$ cat config.mk
export PLATFORM = sky130hd
export DESIGN_NAME = scr_bank
export DESIGN_NICKNAME = d
export VERILOG_FILES = /design/src/logic/scr_pkg.sv /design/src/logic/scr_bank.sv
export SDC_FILE = /design/constraint.sdc
export NUM_CORES = 1
export LEC_CHECK = 0
export BUFFER_PORTS_ARGS = -buffer_cell sky130_fd_sc_hd__buf_2
export CORE_MARGIN = 8
export CORE_UTILIZATION = 47
export CTS_CLUSTER_DIAMETER = 80
export DETAILED_ROUTE_END_ITERATION = 6
export HOLD_SLACK_MARGIN = 0.06
export PLACE_DENSITY = 0.76
export SYNTH_ARGS = -nofsm -noshare
export SYNTH_HDL_FRONTEND = slang
export SYNTH_SLANG_ARGS = --single-unit
$ cat constraint.sdc
create_clock -name pclk -period 1.7 [get_ports pclk]
set_input_delay 0.255 -clock pclk [delete_from_list [all_inputs] [get_ports pclk]]
set_output_delay 0.255 -clock pclk [all_outputs]
set_load 0.02 [all_outputs]
$ cat src/logic/scr_pkg.sv
package scr_pkg;

    // Register byte offsets
    localparam logic [11:0] SCR_OFS_PERIPH_RST = 12'h00C;
    localparam logic [11:0] SCR_OFS_BOD = 12'h018;
    localparam logic [11:0] SCR_OFS_TEMP = 12'h01C;
    localparam logic [11:0] SCR_OFS_POR = 12'h024;
    localparam logic [11:0] SCR_OFS_PORTA = 12'h030;

    // Reset values
    localparam logic [31:0] SCR_RST_PERIPH = 32'h0000_0000;
    localparam logic [31:0] SCR_RST_PORTA = 32'h0000_0000;
    localparam logic [15:0] SCR_RST_POR_CODE = 16'h0000;
    localparam logic SCR_RST_TEMP_EN = 1'b0;
    localparam logic SCR_RST_LOW_VOLTAGE_RESET_ENABLE = 1'b1;
    localparam logic SCR_RST_BROWNOUT_LOW_POWER_SELECT = 1'b0;

    // Writable bits of the reset-hold register
    localparam logic [31:0] SCR_PERIPH_MASK = 32'h0077_F33E;

    // Brown-out control field positions
    localparam int SCR_BROWNOUT_DETECTOR_ENABLE_POS = 0;
    localparam int SCR_BROWNOUT_THRESHOLD_SELECT_LSB = 1;
    localparam int SCR_BROWNOUT_RESET_SELECT_POS = 3;
    localparam int SCR_BROWNOUT_INTERRUPT_FLAG_POS = 4;
    localparam int SCR_BROWNOUT_LOW_POWER_SELECT_POS = 5;
    localparam int SCR_BROWNOUT_OUTPUT_STATUS_POS = 6;
    localparam int SCR_LOW_VOLTAGE_RESET_ENABLE_POS = 7;

    // Flash user configuration word positions
    localparam int SCR_CFG_RSTEN_POS = 20;
    localparam int SCR_CFG_VL_LSB = 21;
    localparam int SCR_CFG_EN_POS = 23;

    // Power-on-reset disable code
    localparam logic [15:0] SCR_POR_DIS_KEY = 16'h5AA5;

    // Detector settling time before low-voltage reset acts
    localparam int SCR_CLK_HZ = 25_000_000;
    localparam int SCR_LVR_SETTLE_US = 100;
    localparam int SCR_LVR_SETTLE_CYC = (SCR_LVR_SETTLE_US * (SCR_CLK_HZ / 1_000_000) > 0) ?
        SCR_LVR_SETTLE_US * (SCR_CLK_HZ / 1_000_000) : 1;

    typedef enum logic [1:0] {
        SCR_VL_2V2 = 2'b00,
        SCR_VL_2V7 = 2'b01,
        SCR_VL_3V8 = 2'b10,
        SCR_VL_4V5 = 2'b11
    } scr_vl_t;

    typedef enum logic [2:0] {
        SCR_PF_GPIO = 3'b000,
        SCR_PF_PULSE = 3'b001,
        SCR_PF_AUDIO_CLK = 3'b010,
        SCR_PF_EBUS_AD = 3'b011,
        SCR_PF_TWI_CLK = 3'b100,
        SCR_PF_TWI_DATA = 3'b101,
        SCR_PF_EBUS_RD = 3'b110,
        SCR_PF_EBUS_WR = 3'b111
    } scr_pin_func_t;

    // Brown-out side effects as one bundle
    typedef struct packed {
        logic detector_enable;
        scr_vl_t threshold;
        logic low_power;
        logic chip_reset_req;
        logic irq;
        logic lvr_active;
    } scr_brownout_output_status_t;

    // Alternate-function bits used by the port A decode
    typedef struct packed {
        logic audio_clock_select;
        logic external_bus_enable;
        logic [7:5] external_bus_high_byte_enable;
    } scr_alt_t;

endpackage

$ cat src/logic/scr_bank.sv
// Behaviour
// - Serial and synchronous-serial reset bits hold their controller in reset while one.
// - Comparator, pulse, two-wire, timer and port reset bits at fixed positions.
// - Low-voltage-reset enable resets to one and is protected.
// - Low-voltage reset acts only after 100 us settling following enable.
// - Brown-out status reads supply-below, and zero while detector disabled.
// - Status change sets the brown-out flag; writing one clears it.
// - Enabled detector with reset select resets chip while status high.
// - Enabled detector without reset select raises interrupt while status high.
// - Threshold and enable preload from flash configuration bits 22:21 and 23.
// - Protected low-power bit, one low-power, zero normal by default.
// - Temperature sensor enable resets to zero and enables the sensor.
// - Power-on reset is disabled while disable code holds 0x5AA5.
// - Any other code, or another reset source, re-enables power-on reset.
// - Port A upper sixteen bits enable Schmitt inputs per pin.
// - A15 selects GPIO, pulse output three, or audio master clock.
// - A14..A12 select GPIO, pulse outputs, or external-bus address/data bits.
// - A9 selects first two-wire clock when its bit is one.
`timescale 1ns/100ps
module scr_bank
    import scr_pkg::*;
#(
    parameter int LVR_SETTLE_CYC = SCR_LVR_SETTLE_CYC
) (
    // Clock and reset
    input wire logic pclk,
    input wire logic presetn,
    // APB slave
    input wire logic psel,
    input wire logic penable,
    input wire logic pwrite,
    input wire logic [11:0] paddr,
    input wire logic [31:0] pwdata,
    output logic [31:0] prdata,
    output logic pready,
    output logic pslverr,
    // System inputs
    input wire logic write_protect_open,
    input wire logic [31:0] flash_user_config_word,
    input wire logic supply_below_threshold,
    input wire logic other_reset_event,
    input wire scr_alt_t alt_bits,
    // Controls out
    output logic [31:0] peripheral_reset_hold,
    output scr_brownout_output_status_t bod_ctrl,
    output logic temp_sensor_enable,
    output logic power_on_reset_disable,
    output logic [15:0] port_a_schmitt_enable,
    output scr_pin_func_t [15:9] port_a_pin_func
);

    logic [31:0] periph_reg;
    logic [31:0] porta_reg;
    logic [15:0] por_code_reg;
    logic temp_en_reg;
    logic low_voltage_reset_enable_reg;
    logic brownout_low_power_select_reg;
    logic brownout_reset_select_reg;
    logic [1:0] brownout_threshold_select_reg;
    logic brownout_detector_enable_reg;
    logic brownout_output_status_reg;
    logic brownout_interrupt_flag_reg;
    logic cfg_loaded_reg;
    logic [15:0] lvr_cnt_reg;
    logic [31:0] prdata_reg;
    logic pready_reg;
    logic pslverr_reg;
    logic wr_en;
    logic rd_setup;
    logic brownout_output_status_next;

    function automatic logic addr_known(input logic [11:0] a);
        return a == SCR_OFS_PERIPH_RST || a == SCR_OFS_BOD || a == SCR_OFS_TEMP ||
            a == SCR_OFS_POR || a == SCR_OFS_PORTA;
    endfunction

    function automatic logic wr_hit(input logic [11:0] ofs);
        return wr_en && paddr == ofs;
    endfunction

    // Port A pin decode; anything not listed falls back to GPIO
    function automatic scr_pin_func_t pin_func(input int pin, input logic sel, input scr_alt_t alt);
        scr_pin_func_t f;
        f = SCR_PF_GPIO;
        if (sel) begin
            case (pin)
                15: f = alt.audio_clock_select ? SCR_PF_AUDIO_CLK : SCR_PF_PULSE;
                14, 13, 12: begin
                    if (!alt.external_bus_enable && !alt.external_bus_high_byte_enable[pin - 7]) begin
                        f = SCR_PF_PULSE;
                    end else if (alt.external_bus_enable &&
                                 alt.external_bus_high_byte_enable[pin - 7]) begin
                        f = SCR_PF_EBUS_AD;
                    end
                end
                11: f = alt.external_bus_enable ? SCR_PF_EBUS_RD : SCR_PF_TWI_CLK;
                10: f = alt.external_bus_enable ? SCR_PF_EBUS_WR : SCR_PF_TWI_DATA;
                9: f = SCR_PF_TWI_CLK;
                default: f = SCR_PF_GPIO;
            endcase
        end
        return f;
    endfunction

    // Write lands in the access phase; read data is prepared in setup
    assign wr_en = psel && penable && pready_reg && pwrite;
    assign rd_setup = psel && !penable;
    assign brownout_output_status_next = brownout_detector_enable_reg && supply_below_threshold;

    always_ff @(posedge pclk or negedge presetn) begin
        if (!presetn) begin
            pready_reg <= 1'b0;
            pslverr_reg <= 1'b0;
        end else begin
            pready_reg <= rd_setup;
            pslverr_reg <= rd_setup && !addr_known(paddr);
        end
    end

    always_ff @(posedge pclk or negedge presetn) begin
        if (!presetn) begin
            prdata_reg <= 32'h0000_0000;
        end else if (rd_setup && !pwrite) begin
            case (paddr)
                SCR_OFS_PERIPH_RST: prdata_reg <= periph_reg;
                SCR_OFS_BOD: prdata_reg <= {24'h00_0000, low_voltage_reset_enable_reg, brownout_output_status_reg, brownout_low_power_select_reg,
                                            brownout_interrupt_flag_reg, brownout_reset_select_reg, brownout_threshold_select_reg, brownout_detector_enable_reg};
                SCR_OFS_TEMP: prdata_reg <= {31'h0000_0000, temp_en_reg};
                SCR_OFS_POR: prdata_reg <= {16'h0000, por_code_reg};
                SCR_OFS_PORTA: prdata_reg <= porta_reg;
                default: prdata_reg <= 32'h0000_0000;
            endcase
        end else begin
            prdata_reg <= 32'h0000_0000;
        end
    end

    // Reset-hold bits change only by software writes
    always_ff @(posedge pclk or negedge presetn) begin
        if (!presetn) begin
            periph_reg <= SCR_RST_PERIPH;
        end else if (wr_hit(SCR_OFS_PERIPH_RST)) begin
            periph_reg <= pwdata & SCR_PERIPH_MASK;
        end
    end

    always_ff @(posedge pclk or negedge presetn) begin
        if (!presetn) begin
            porta_reg <= SCR_RST_PORTA;
            temp_en_reg <= SCR_RST_TEMP_EN;
        end else begin
            if (wr_hit(SCR_OFS_PORTA)) begin
                porta_reg <= pwdata;
            end
            if (wr_hit(SCR_OFS_TEMP)) begin
                temp_en_reg <= pwdata[0];
            end
        end
    end

    // Other reset sources put the code back so power-on reset returns
    always_ff @(posedge pclk or negedge presetn) begin
        if (!presetn) begin
            por_code_reg <= SCR_RST_POR_CODE;
        end else if (other_reset_event) begin
            por_code_reg <= SCR_RST_POR_CODE;
        end else if (wr_hit(SCR_OFS_POR) && write_protect_open) begin
            por_code_reg <= pwdata[15:0];
        end
    end

    // Flash preload one edge after release; a reset cannot sample a port
    always_ff @(posedge pclk or negedge presetn) begin
        if (!presetn) begin
            cfg_loaded_reg <= 1'b0;
            brownout_reset_select_reg <= 1'b0;
            brownout_threshold_select_reg <= 2'b00;
            brownout_detector_enable_reg <= 1'b0;
            brownout_low_power_select_reg <= SCR_RST_BROWNOUT_LOW_POWER_SELECT;
            low_voltage_reset_enable_reg <= SCR_RST_LOW_VOLTAGE_RESET_ENABLE;
        end else if (!cfg_loaded_reg) begin
            cfg_loaded_reg <= 1'b1;
            brownout_reset_select_reg <= flash_user_config_word[SCR_CFG_RSTEN_POS];
            brownout_threshold_select_reg <= flash_user_config_word[SCR_CFG_VL_LSB +: 2];
            brownout_detector_enable_reg <= flash_user_config_word[SCR_CFG_EN_POS];
        end else if (wr_hit(SCR_OFS_BOD) && write_protect_open) begin
            low_voltage_reset_enable_reg <= pwdata[SCR_LOW_VOLTAGE_RESET_ENABLE_POS];
            brownout_low_power_select_reg <= pwdata[SCR_BROWNOUT_LOW_POWER_SELECT_POS];
            brownout_reset_select_reg <= pwdata[SCR_BROWNOUT_RESET_SELECT_POS];
            brownout_threshold_select_reg <= pwdata[SCR_BROWNOUT_THRESHOLD_SELECT_LSB +: 2];
            brownout_detector_enable_reg <= pwdata[SCR_BROWNOUT_DETECTOR_ENABLE_POS];
        end
    end

    // Status is forced low while the detector is off
    always_ff @(posedge pclk or negedge presetn) begin
        if (!presetn) begin
            brownout_output_status_reg <= 1'b0;
        end else begin
            brownout_output_status_reg <= brownout_output_status_next;
        end
    end

    // Set wins over a simultaneous write-one clear
    always_ff @(posedge pclk or negedge presetn) begin
        if (!presetn) begin
            brownout_interrupt_flag_reg <= 1'b0;
        end else if (brownout_output_status_next != brownout_output_status_reg) begin
            brownout_interrupt_flag_reg <= 1'b1;
        end else if (wr_hit(SCR_OFS_BOD) && pwdata[SCR_BROWNOUT_INTERRUPT_FLAG_POS]) begin
            brownout_interrupt_flag_reg <= 1'b0;
        end
    end

    // Settling counter restarts whenever the enable drops
    always_ff @(posedge pclk or negedge presetn) begin
        if (!presetn) begin
            lvr_cnt_reg <= 16'h0000;
        end else if (!low_voltage_reset_enable_reg) begin
            lvr_cnt_reg <= 16'h0000;
        end else if (lvr_cnt_reg < 16'(LVR_SETTLE_CYC)) begin
            lvr_cnt_reg <= lvr_cnt_reg + 16'h0001;
        end
    end

    always_ff @(posedge pclk or negedge presetn) begin
        if (!presetn) begin
            bod_ctrl <= '0;
        end else begin
            bod_ctrl.detector_enable <= brownout_detector_enable_reg;
            bod_ctrl.threshold <= scr_vl_t'(brownout_threshold_select_reg);
            bod_ctrl.low_power <= brownout_low_power_select_reg;
            bod_ctrl.chip_reset_req <= brownout_detector_enable_reg && brownout_reset_select_reg && brownout_output_status_reg;
            bod_ctrl.irq <= brownout_detector_enable_reg && !brownout_reset_select_reg &&
                (brownout_output_status_reg || brownout_interrupt_flag_reg);
            bod_ctrl.lvr_active <= low_voltage_reset_enable_reg && lvr_cnt_reg >= 16'(LVR_SETTLE_CYC);
        end
    end

    always_ff @(posedge pclk or negedge presetn) begin
        if (!presetn) begin
            peripheral_reset_hold <= 32'h0000_0000;
            temp_sensor_enable <= 1'b0;
            power_on_reset_disable <= 1'b0;
            port_a_schmitt_enable <= 16'h0000;
        end else begin
            peripheral_reset_hold <= periph_reg;
            temp_sensor_enable <= temp_en_reg;
            power_on_reset_disable <= por_code_reg == SCR_POR_DIS_KEY;
            port_a_schmitt_enable <= porta_reg[31:16];
        end
    end

    always_ff @(posedge pclk or negedge presetn) begin
        if (!presetn) begin
            port_a_pin_func <= '{default: SCR_PF_GPIO};
        end else begin
            for (int p = 9; p <= 15; p++) begin
                port_a_pin_func[p] <= pin_func(p, porta_reg[p], alt_bits);
            end
        end
    end

    assign prdata = prdata_reg;
    assign pready = pready_reg;
    assign pslverr = pslverr_reg;

    AST_LVR_RESET_ONE: assert property (@(posedge pclk) $rose(presetn) |-> low_voltage_reset_enable_reg)
        else $error("low-voltage enable not one after reset");

    AST_LVR_SETTLE: assert property (@(posedge pclk) disable iff (!presetn)
        $rose(low_voltage_reset_enable_reg) |-> !bod_ctrl.lvr_active [*8])
        else $error("low-voltage reset active before settling");

    AST_LVR_ACTIVE_ENDS: assert property (@(posedge pclk) disable iff (!presetn)
        !low_voltage_reset_enable_reg |=> !bod_ctrl.lvr_active)
        else $error("low-voltage reset active while disabled");

    AST_BROWNOUT_OUTPUT_STATUS_OFF: assert property (@(posedge pclk) disable iff (!presetn)
        !brownout_detector_enable_reg |=> !brownout_output_status_reg)
        else $error("brown-out status high with detector off");

    AST_INTF_SET: assert property (@(posedge pclk) disable iff (!presetn)
        brownout_output_status_next != brownout_output_status_reg |=> brownout_interrupt_flag_reg)
        else $error("brown-out flag not set on crossing");

    AST_INTF_CLEAR: assert property (@(posedge pclk) disable iff (!presetn)
        wr_hit(SCR_OFS_BOD) && pwdata[SCR_BROWNOUT_INTERRUPT_FLAG_POS] && brownout_output_status_next == brownout_output_status_reg
        |=> !brownout_interrupt_flag_reg)
        else $error("brown-out flag not cleared by write one");

    AST_BOD_RESET: assert property (@(posedge pclk) disable iff (!presetn)
        brownout_detector_enable_reg && brownout_reset_select_reg && brownout_output_status_reg |=> bod_ctrl.chip_reset_req &&
        !bod_ctrl.irq)
        else $error("brown-out reset not requested");

    AST_BOD_IRQ: assert property (@(posedge pclk) disable iff (!presetn)
        bod_ctrl.irq |-> $past(brownout_detector_enable_reg) && !$past(brownout_reset_select_reg))
        else $error("brown-out interrupt without enable");

    AST_POR_KEY: assert property (@(posedge pclk) disable iff (!presetn)
        power_on_reset_disable |-> $past(por_code_reg) == SCR_POR_DIS_KEY)
        else $error("power-on reset disabled without key");

    AST_LOCKED_WRITE: assert property (@(posedge pclk) disable iff (!presetn)
        wr_hit(SCR_OFS_POR) && !write_protect_open && !other_reset_event
        |=> $stable(por_code_reg))
        else $error("protected field changed while locked");

    AST_PERIPH_HOLD: assert property (@(posedge pclk) disable iff (!presetn)
        !wr_hit(SCR_OFS_PERIPH_RST) |=> $stable(periph_reg))
        else $error("reset-hold bits changed without a write");

    AST_PERIPH_OUT: assert property (@(posedge pclk) disable iff (!presetn)
        wr_hit(SCR_OFS_PERIPH_RST) |=> ##1
        peripheral_reset_hold == ($past(pwdata, 2) & SCR_PERIPH_MASK))
        else $error("reset-hold output mismatch");

    AST_A9_FUNC: assert property (@(posedge pclk) disable iff (!presetn)
        ##1 port_a_pin_func[9] == ($past(porta_reg[9]) ? SCR_PF_TWI_CLK : SCR_PF_GPIO))
        else $error("pin A9 function wrong");

    AST_A15_FUNC: assert property (@(posedge pclk) disable iff (!presetn)
        porta_reg[15] && alt_bits.audio_clock_select |=>
        port_a_pin_func[15] == SCR_PF_AUDIO_CLK)
        else $error("pin A15 audio clock not selected");

    AST_APB_ANSWER: assert property (@(posedge pclk) disable iff (!presetn)
        psel && !penable |=> pready)
        else $error("no answer in access phase");

    COV_INTF_SET: cover property (@(posedge pclk) disable iff (!presetn) $rose(brownout_interrupt_flag_reg));
    COV_BOD_RESET: cover property (@(posedge pclk) disable iff (!presetn)
        $rose(bod_ctrl.chip_reset_req));
    COV_POR_DIS: cover property (@(posedge pclk) disable iff (!presetn)
        $rose(power_on_reset_disable));
    COV_LVR_ACTIVE: cover property (@(posedge pclk) disable iff (!presetn)
        $rose(bod_ctrl.lvr_active));

endmodule

## After elaboration in Yosys (flattened, before gate mapping)

Cells that the tools add are included.

- Muxes and demuxes: 30
- Equal/unequal tests: 9
- Magnitude comparators: 2
- Reductions and logical operators: 42
- $add $sub $neg: 1

Operator list:

| kind | count |
|---|---|
| one-hot mux 32 bit (5 select lines) | 1 |
| 2-to-1 mux 16 bit | 4 |
| 2-to-1 mux 32 bit | 1 |
| 2-to-1 mux 2 bit | 15 |
| logical AND 1 bit | 26 |
| equality test 12 x 5 -> 1 bit, second input constant | 2 |
| equality test 12 x 6 -> 1 bit, second input constant | 2 |
| adder 16 x 1 -> 16 bit, second input constant | 1 |
| equality test 16 x 15 -> 1 bit, second input constant | 1 |
| >= comparator 16 x 12 -> 1 bit, second input constant | 1 |
| < comparator 16 x 12 -> 1 bit, second input constant | 1 |
| equality test 12 x 4 -> 1 bit, second input constant | 1 |
| 2-to-1 mux 3 bit | 3 |
| zero test 1 bit | 8 |
| 2-to-1 mux 1 bit | 6 |
| logical OR 1 bit | 5 |
| inequality test 2 x 1 -> 1 bit, second input constant | 2 |
| nonzero test 2 bit | 2 |
| AND reduction 2 bit | 1 |
| inequality test 1 bit | 1 |

- Output and inout bits: 112
- Register bits: 188

## Logic depth before layout (Yosys ltp)

- Word-level depth: 7
- Gate-level depth with buffers: 7
- Gate-level depth less buffers: 5

## Worst setup path after synthesis

No wires, ideal clock.

- Kind: input to register
- From: input port paddr[1]
- To: register porta_reg[10]
- Stages: 7
- Arrival time: 2.138 ns
- Setup time: 0.127 ns
- Path slack: -0.566 ns
- Buffers on the path: 3
- Cells stage by stage: or4_1 buf_4 nor4_4 and2_1 buf_4 buf_8 mux2_1

- Longest elaborated chain between the ends: 2

Ends and longest elaborated chain:

| item | line | text |
|---|---|---|
| start: declaration | scr_bank.sv:32 | `input wire logic [11:0] paddr,` |
| equality test 12 x 6 -> 1 bit | scr_bank.sv:78 | `return wr_en && paddr == ofs;` |
| logical AND 1 bit | scr_bank.sv:78 |  |
| end signal: assignment | scr_bank.sv:153 | `porta_reg <= pwdata;` |
| end: declaration | scr_bank.sv:53 | `logic [31:0] porta_reg;` |

No other way between the ends.
A chain may end at the register's enable or synchronous reset.

## Worst setup path in the final report

- From: register lvr_cnt_reg[13]
- To: register lvr_cnt_reg[3]

- Longest elaborated chain between the ends: 2

Ends and longest elaborated chain:

| item | line | text |
|---|---|---|
| start: declaration | scr_bank.sv:64 | `logic [15:0] lvr_cnt_reg;` |
| start signal: assignment | scr_bank.sv:222 | `lvr_cnt_reg <= lvr_cnt_reg + 16'h0001;` |
| < comparator 16 x 12 -> 1 bit | scr_bank.sv:221 | `end else if (lvr_cnt_reg < 16'(LVR_SETTLE_CYC)) begin` |
| inequality test 2 x 1 -> 1 bit (no line) | - |  |

No other way between the ends.

==> qor.txt <==
status: finished clean
CP Class: reg2reg
Final Cycle Share: 99.6%
WHS: 78.3 ps
final WL: 17,400 um
Ant. Diodes: 0
Syn-to-layout area delta: 28.6%
Tot GR Track Use: 18.5%
Synth Flop Type: dfrtp_1
GPL Wtd Cong: 0.879
drt drc: 0
share of cells above drive strength 1: 36.0%
initial antenna violation count: 1
hpwl dp: 12,100 um
final setup fails: 0
element type at the critical path end: flop
Post-Route Utilization: 61.1%
effective utilization at floorplan: 47.5%
Yosys warnings: 0
Clock transition at path regs: 70 ps
vias in the first global route: 5,531
RSZ-0062 raised after global routing: true
#FFs+latches synth: 180
DR vias/cell: 5.39
post-synthesis sequential area ratio: 63.3%
Pwr per Cell Area: 969 nW/um2
Leak: 4.68 nW
min cycle time layout: 1690 ps
die span in y: 139 um
first-pass GRT wire length: 28,600 um
Crit path arrival time: 2040 ps
leading cell type in the layout, fill and taps excluded: dfrtp_1
largest net degree at the start of global routing: 45
Die W: 139 um
Fmax achieved: 591 MHz
critical path cell sequence: nor4_4, nand4_1, buf_4, or3_1, a21oi_1
HP Class: in2reg
Synth area leader: dfrtp_1
Core Box Area: 15,000 um2
Setup WS pre-CTS: -465 ps
die footprint: 19,300 um2
maximum clock insertion buffer count: 2
total number of vias: 5,057
CP Max Fanout: 4
endpoints failing hold: 0
DRT Pass-1 Iters: 7
nets: 831
WL per Instance: 18.5 um
worst setup margin: 6.68 ps
cts bufs inserted: 17
port bufs: 150
syn_area_per_cell: 13.2 um2
Required @ worst endpoint: 2050 ps
Startpoint Class: flop
Final ANT Viol Nets: 0
1st-iter DRT viols: 338
cell area after synthesis: 7110 um2
H-tree depth: 4
io pins: 201
Post-synth EDFFs: 0
CTS tree: done
Synth top area share: 63.0%
CP peak stage delay: 400 ps
Row Count: 45
clk_lat worst skew: 430 ps
worst vdd ir: 0.725 mV
clk root buf: clkbuf_16
Filler cells: 1,163
most frequent cells in the layout: 179 x dfrtp_1, 149 x buf_2, 34 x nor2_1, 32 x nand3b_1, 31 x buf_4
Distinct cells, synth: 47
total gr overflow: 0
slowest CP cell: dfrtp_1
clk_skew: 8.61 ps
clk sink count: 180
Async SR Flop Fraction: 100%
instance count of the mapped netlist: 540
Synth area leaders: dfrtp_1 63%, mux2_1 4.7%, mux2_2 3.6%
Final Max Slew Viols: 0
Max Cap Violations: 0
## logic make-up (layout without fill, tap and decap cells)
| family | count (synthesis) | in the layout | synth area share, % |
|---|---|---|---|
| flip-flops | 180 | 180 | 63.3 |
| AND/OR/NAND/NOR | 154 | 154 | 13.7 |
| AO/OA/AOI/OAI | 86 | 86 | 8.09 |
| multiplexers | 55 | 55 | 8.67 |
| buffers and inverters | 55 | 244 | 4.80 |
| adder cells (fa/ha/maj) | 5 | 5 | 0.880 |
| XOR/XNOR | 3 | 3 | 0.369 |
| other | 2 | 23 | 0.106 |
## critical path: cells and delay by family (launching register included)
family / cells / cell delay [ps]
AND/OR/NAND/NOR: 3 / 890
flip-flops: 1 / 400
AO/OA/AOI/OAI: 1 / 120
buffers and inverters: 1 / 190
## path summary, 6_finish.rpt
| path | startpoint | endpoint | slack (ps) | depth (start not counted) |
|---|---|---|---|---|
| max reg2reg | lvr_cnt_reg[13] | lvr_cnt_reg[3] | 7 | 5 |
| min reg2reg | porta_reg[27] | port_a_schmitt_enable[11] | 400 | 0 |
| max | lvr_cnt_reg[13] | lvr_cnt_reg[3] | 7 | 5 |
| max in group asynchronous | presetn | peripheral_reset_hold[13] | 790 | 3 |
| min | pwdata[17] | porta_reg[17] | 80 | 2 |
| min in group asynchronous | presetn | prdata[31] | 310 | 2 |
## metal layers
metal / GRT usage [%] / vias to the layer above / share of wire [%]
li1: - / 2288 / -
met1: 21.4 / 2561 / 40
met2: 31.9 / 173 / 53
met3: 5.27 / 33 / 5.8
met4: 7.11 / 2 / 1.9
met5: 0 / - / 0.075
## cell usage after synthesis (all sizes together), types with 2 or more instances
| cell type | count |
|---|---|
| dfrtp | 179 |
| mux2 | 53 |
| buf | 35 |
| nor2 | 35 |
| nand3b | 32 |
| a21oi | 25 |
| a22oi | 20 |
| a22o | 16 |
| and2 | 16 |
| and3 | 14 |
| clkbuf | 14 |
| o21ai | 12 |
| nand3 | 8 |
| nor4 | 8 |
| nand2 | 7 |
| nand2b | 6 |
| ha | 5 |
| inv | 5 |
| nand4 | 5 |
| or3 | 5 |
| or4 | 5 |
| a31oi | 4 |
| nor2b | 4 |
| nor3b | 3 |
| a222oi | 2 |
| and4 | 2 |
| conb | 2 |
| mux2i | 2 |
| nand4b | 2 |
| o211ai | 2 |
| o31ai | 2 |
| or4b | 2 |
| xnor2 | 2 |
## layout make-up
class / count / area (um2) / share of cell area [%]
Sequential cell: 180 / 4510 / 49.3
Multi-Input combinational cell: 326 / 2440 / 26.7
Timing Repair Buffer: 206 / 1320 / 14.4
Clock buffer: 17 / 425 / 4.65
Tap cell: 188 / 235 / 2.57
Clock inverter: 15 / 194 / 2.12
Inverter: 6 / 22.5 / 0.246
## timing repair
action,4_1_cts,5_1_grt
setup buffers,2,2
endpoints found under the setup margin,22,27
hold buffers,16,0
cloned,0,0
hold endpoints to repair,53,0
pin swaps,4,14
resized for setup,7,11
## power breakdown
| part | internal (mW) | switching [mW] |
|---|---|---|
| combinational | 0.159 | 0.279 |
| sequential | 4.31 | 0.0218 |
| clock | 2.36 | 1.74 |
| total | 6.82 | 2.04 |
## per-stage QoR
stage	TNS (ps)	instance area, um2	cells	power (mW)
after floorplan	-26000	7260	561	4.59
after global placement	-27680	8280	886	4.80
after detailed placement	-30320	8280	886	4.81
after CTS	0	9100	936	8.93
after global routing	-463	9150	938	9.14
final	0	9150	938	8.86
Note: power is estimated with default switching activity, not from simulation.
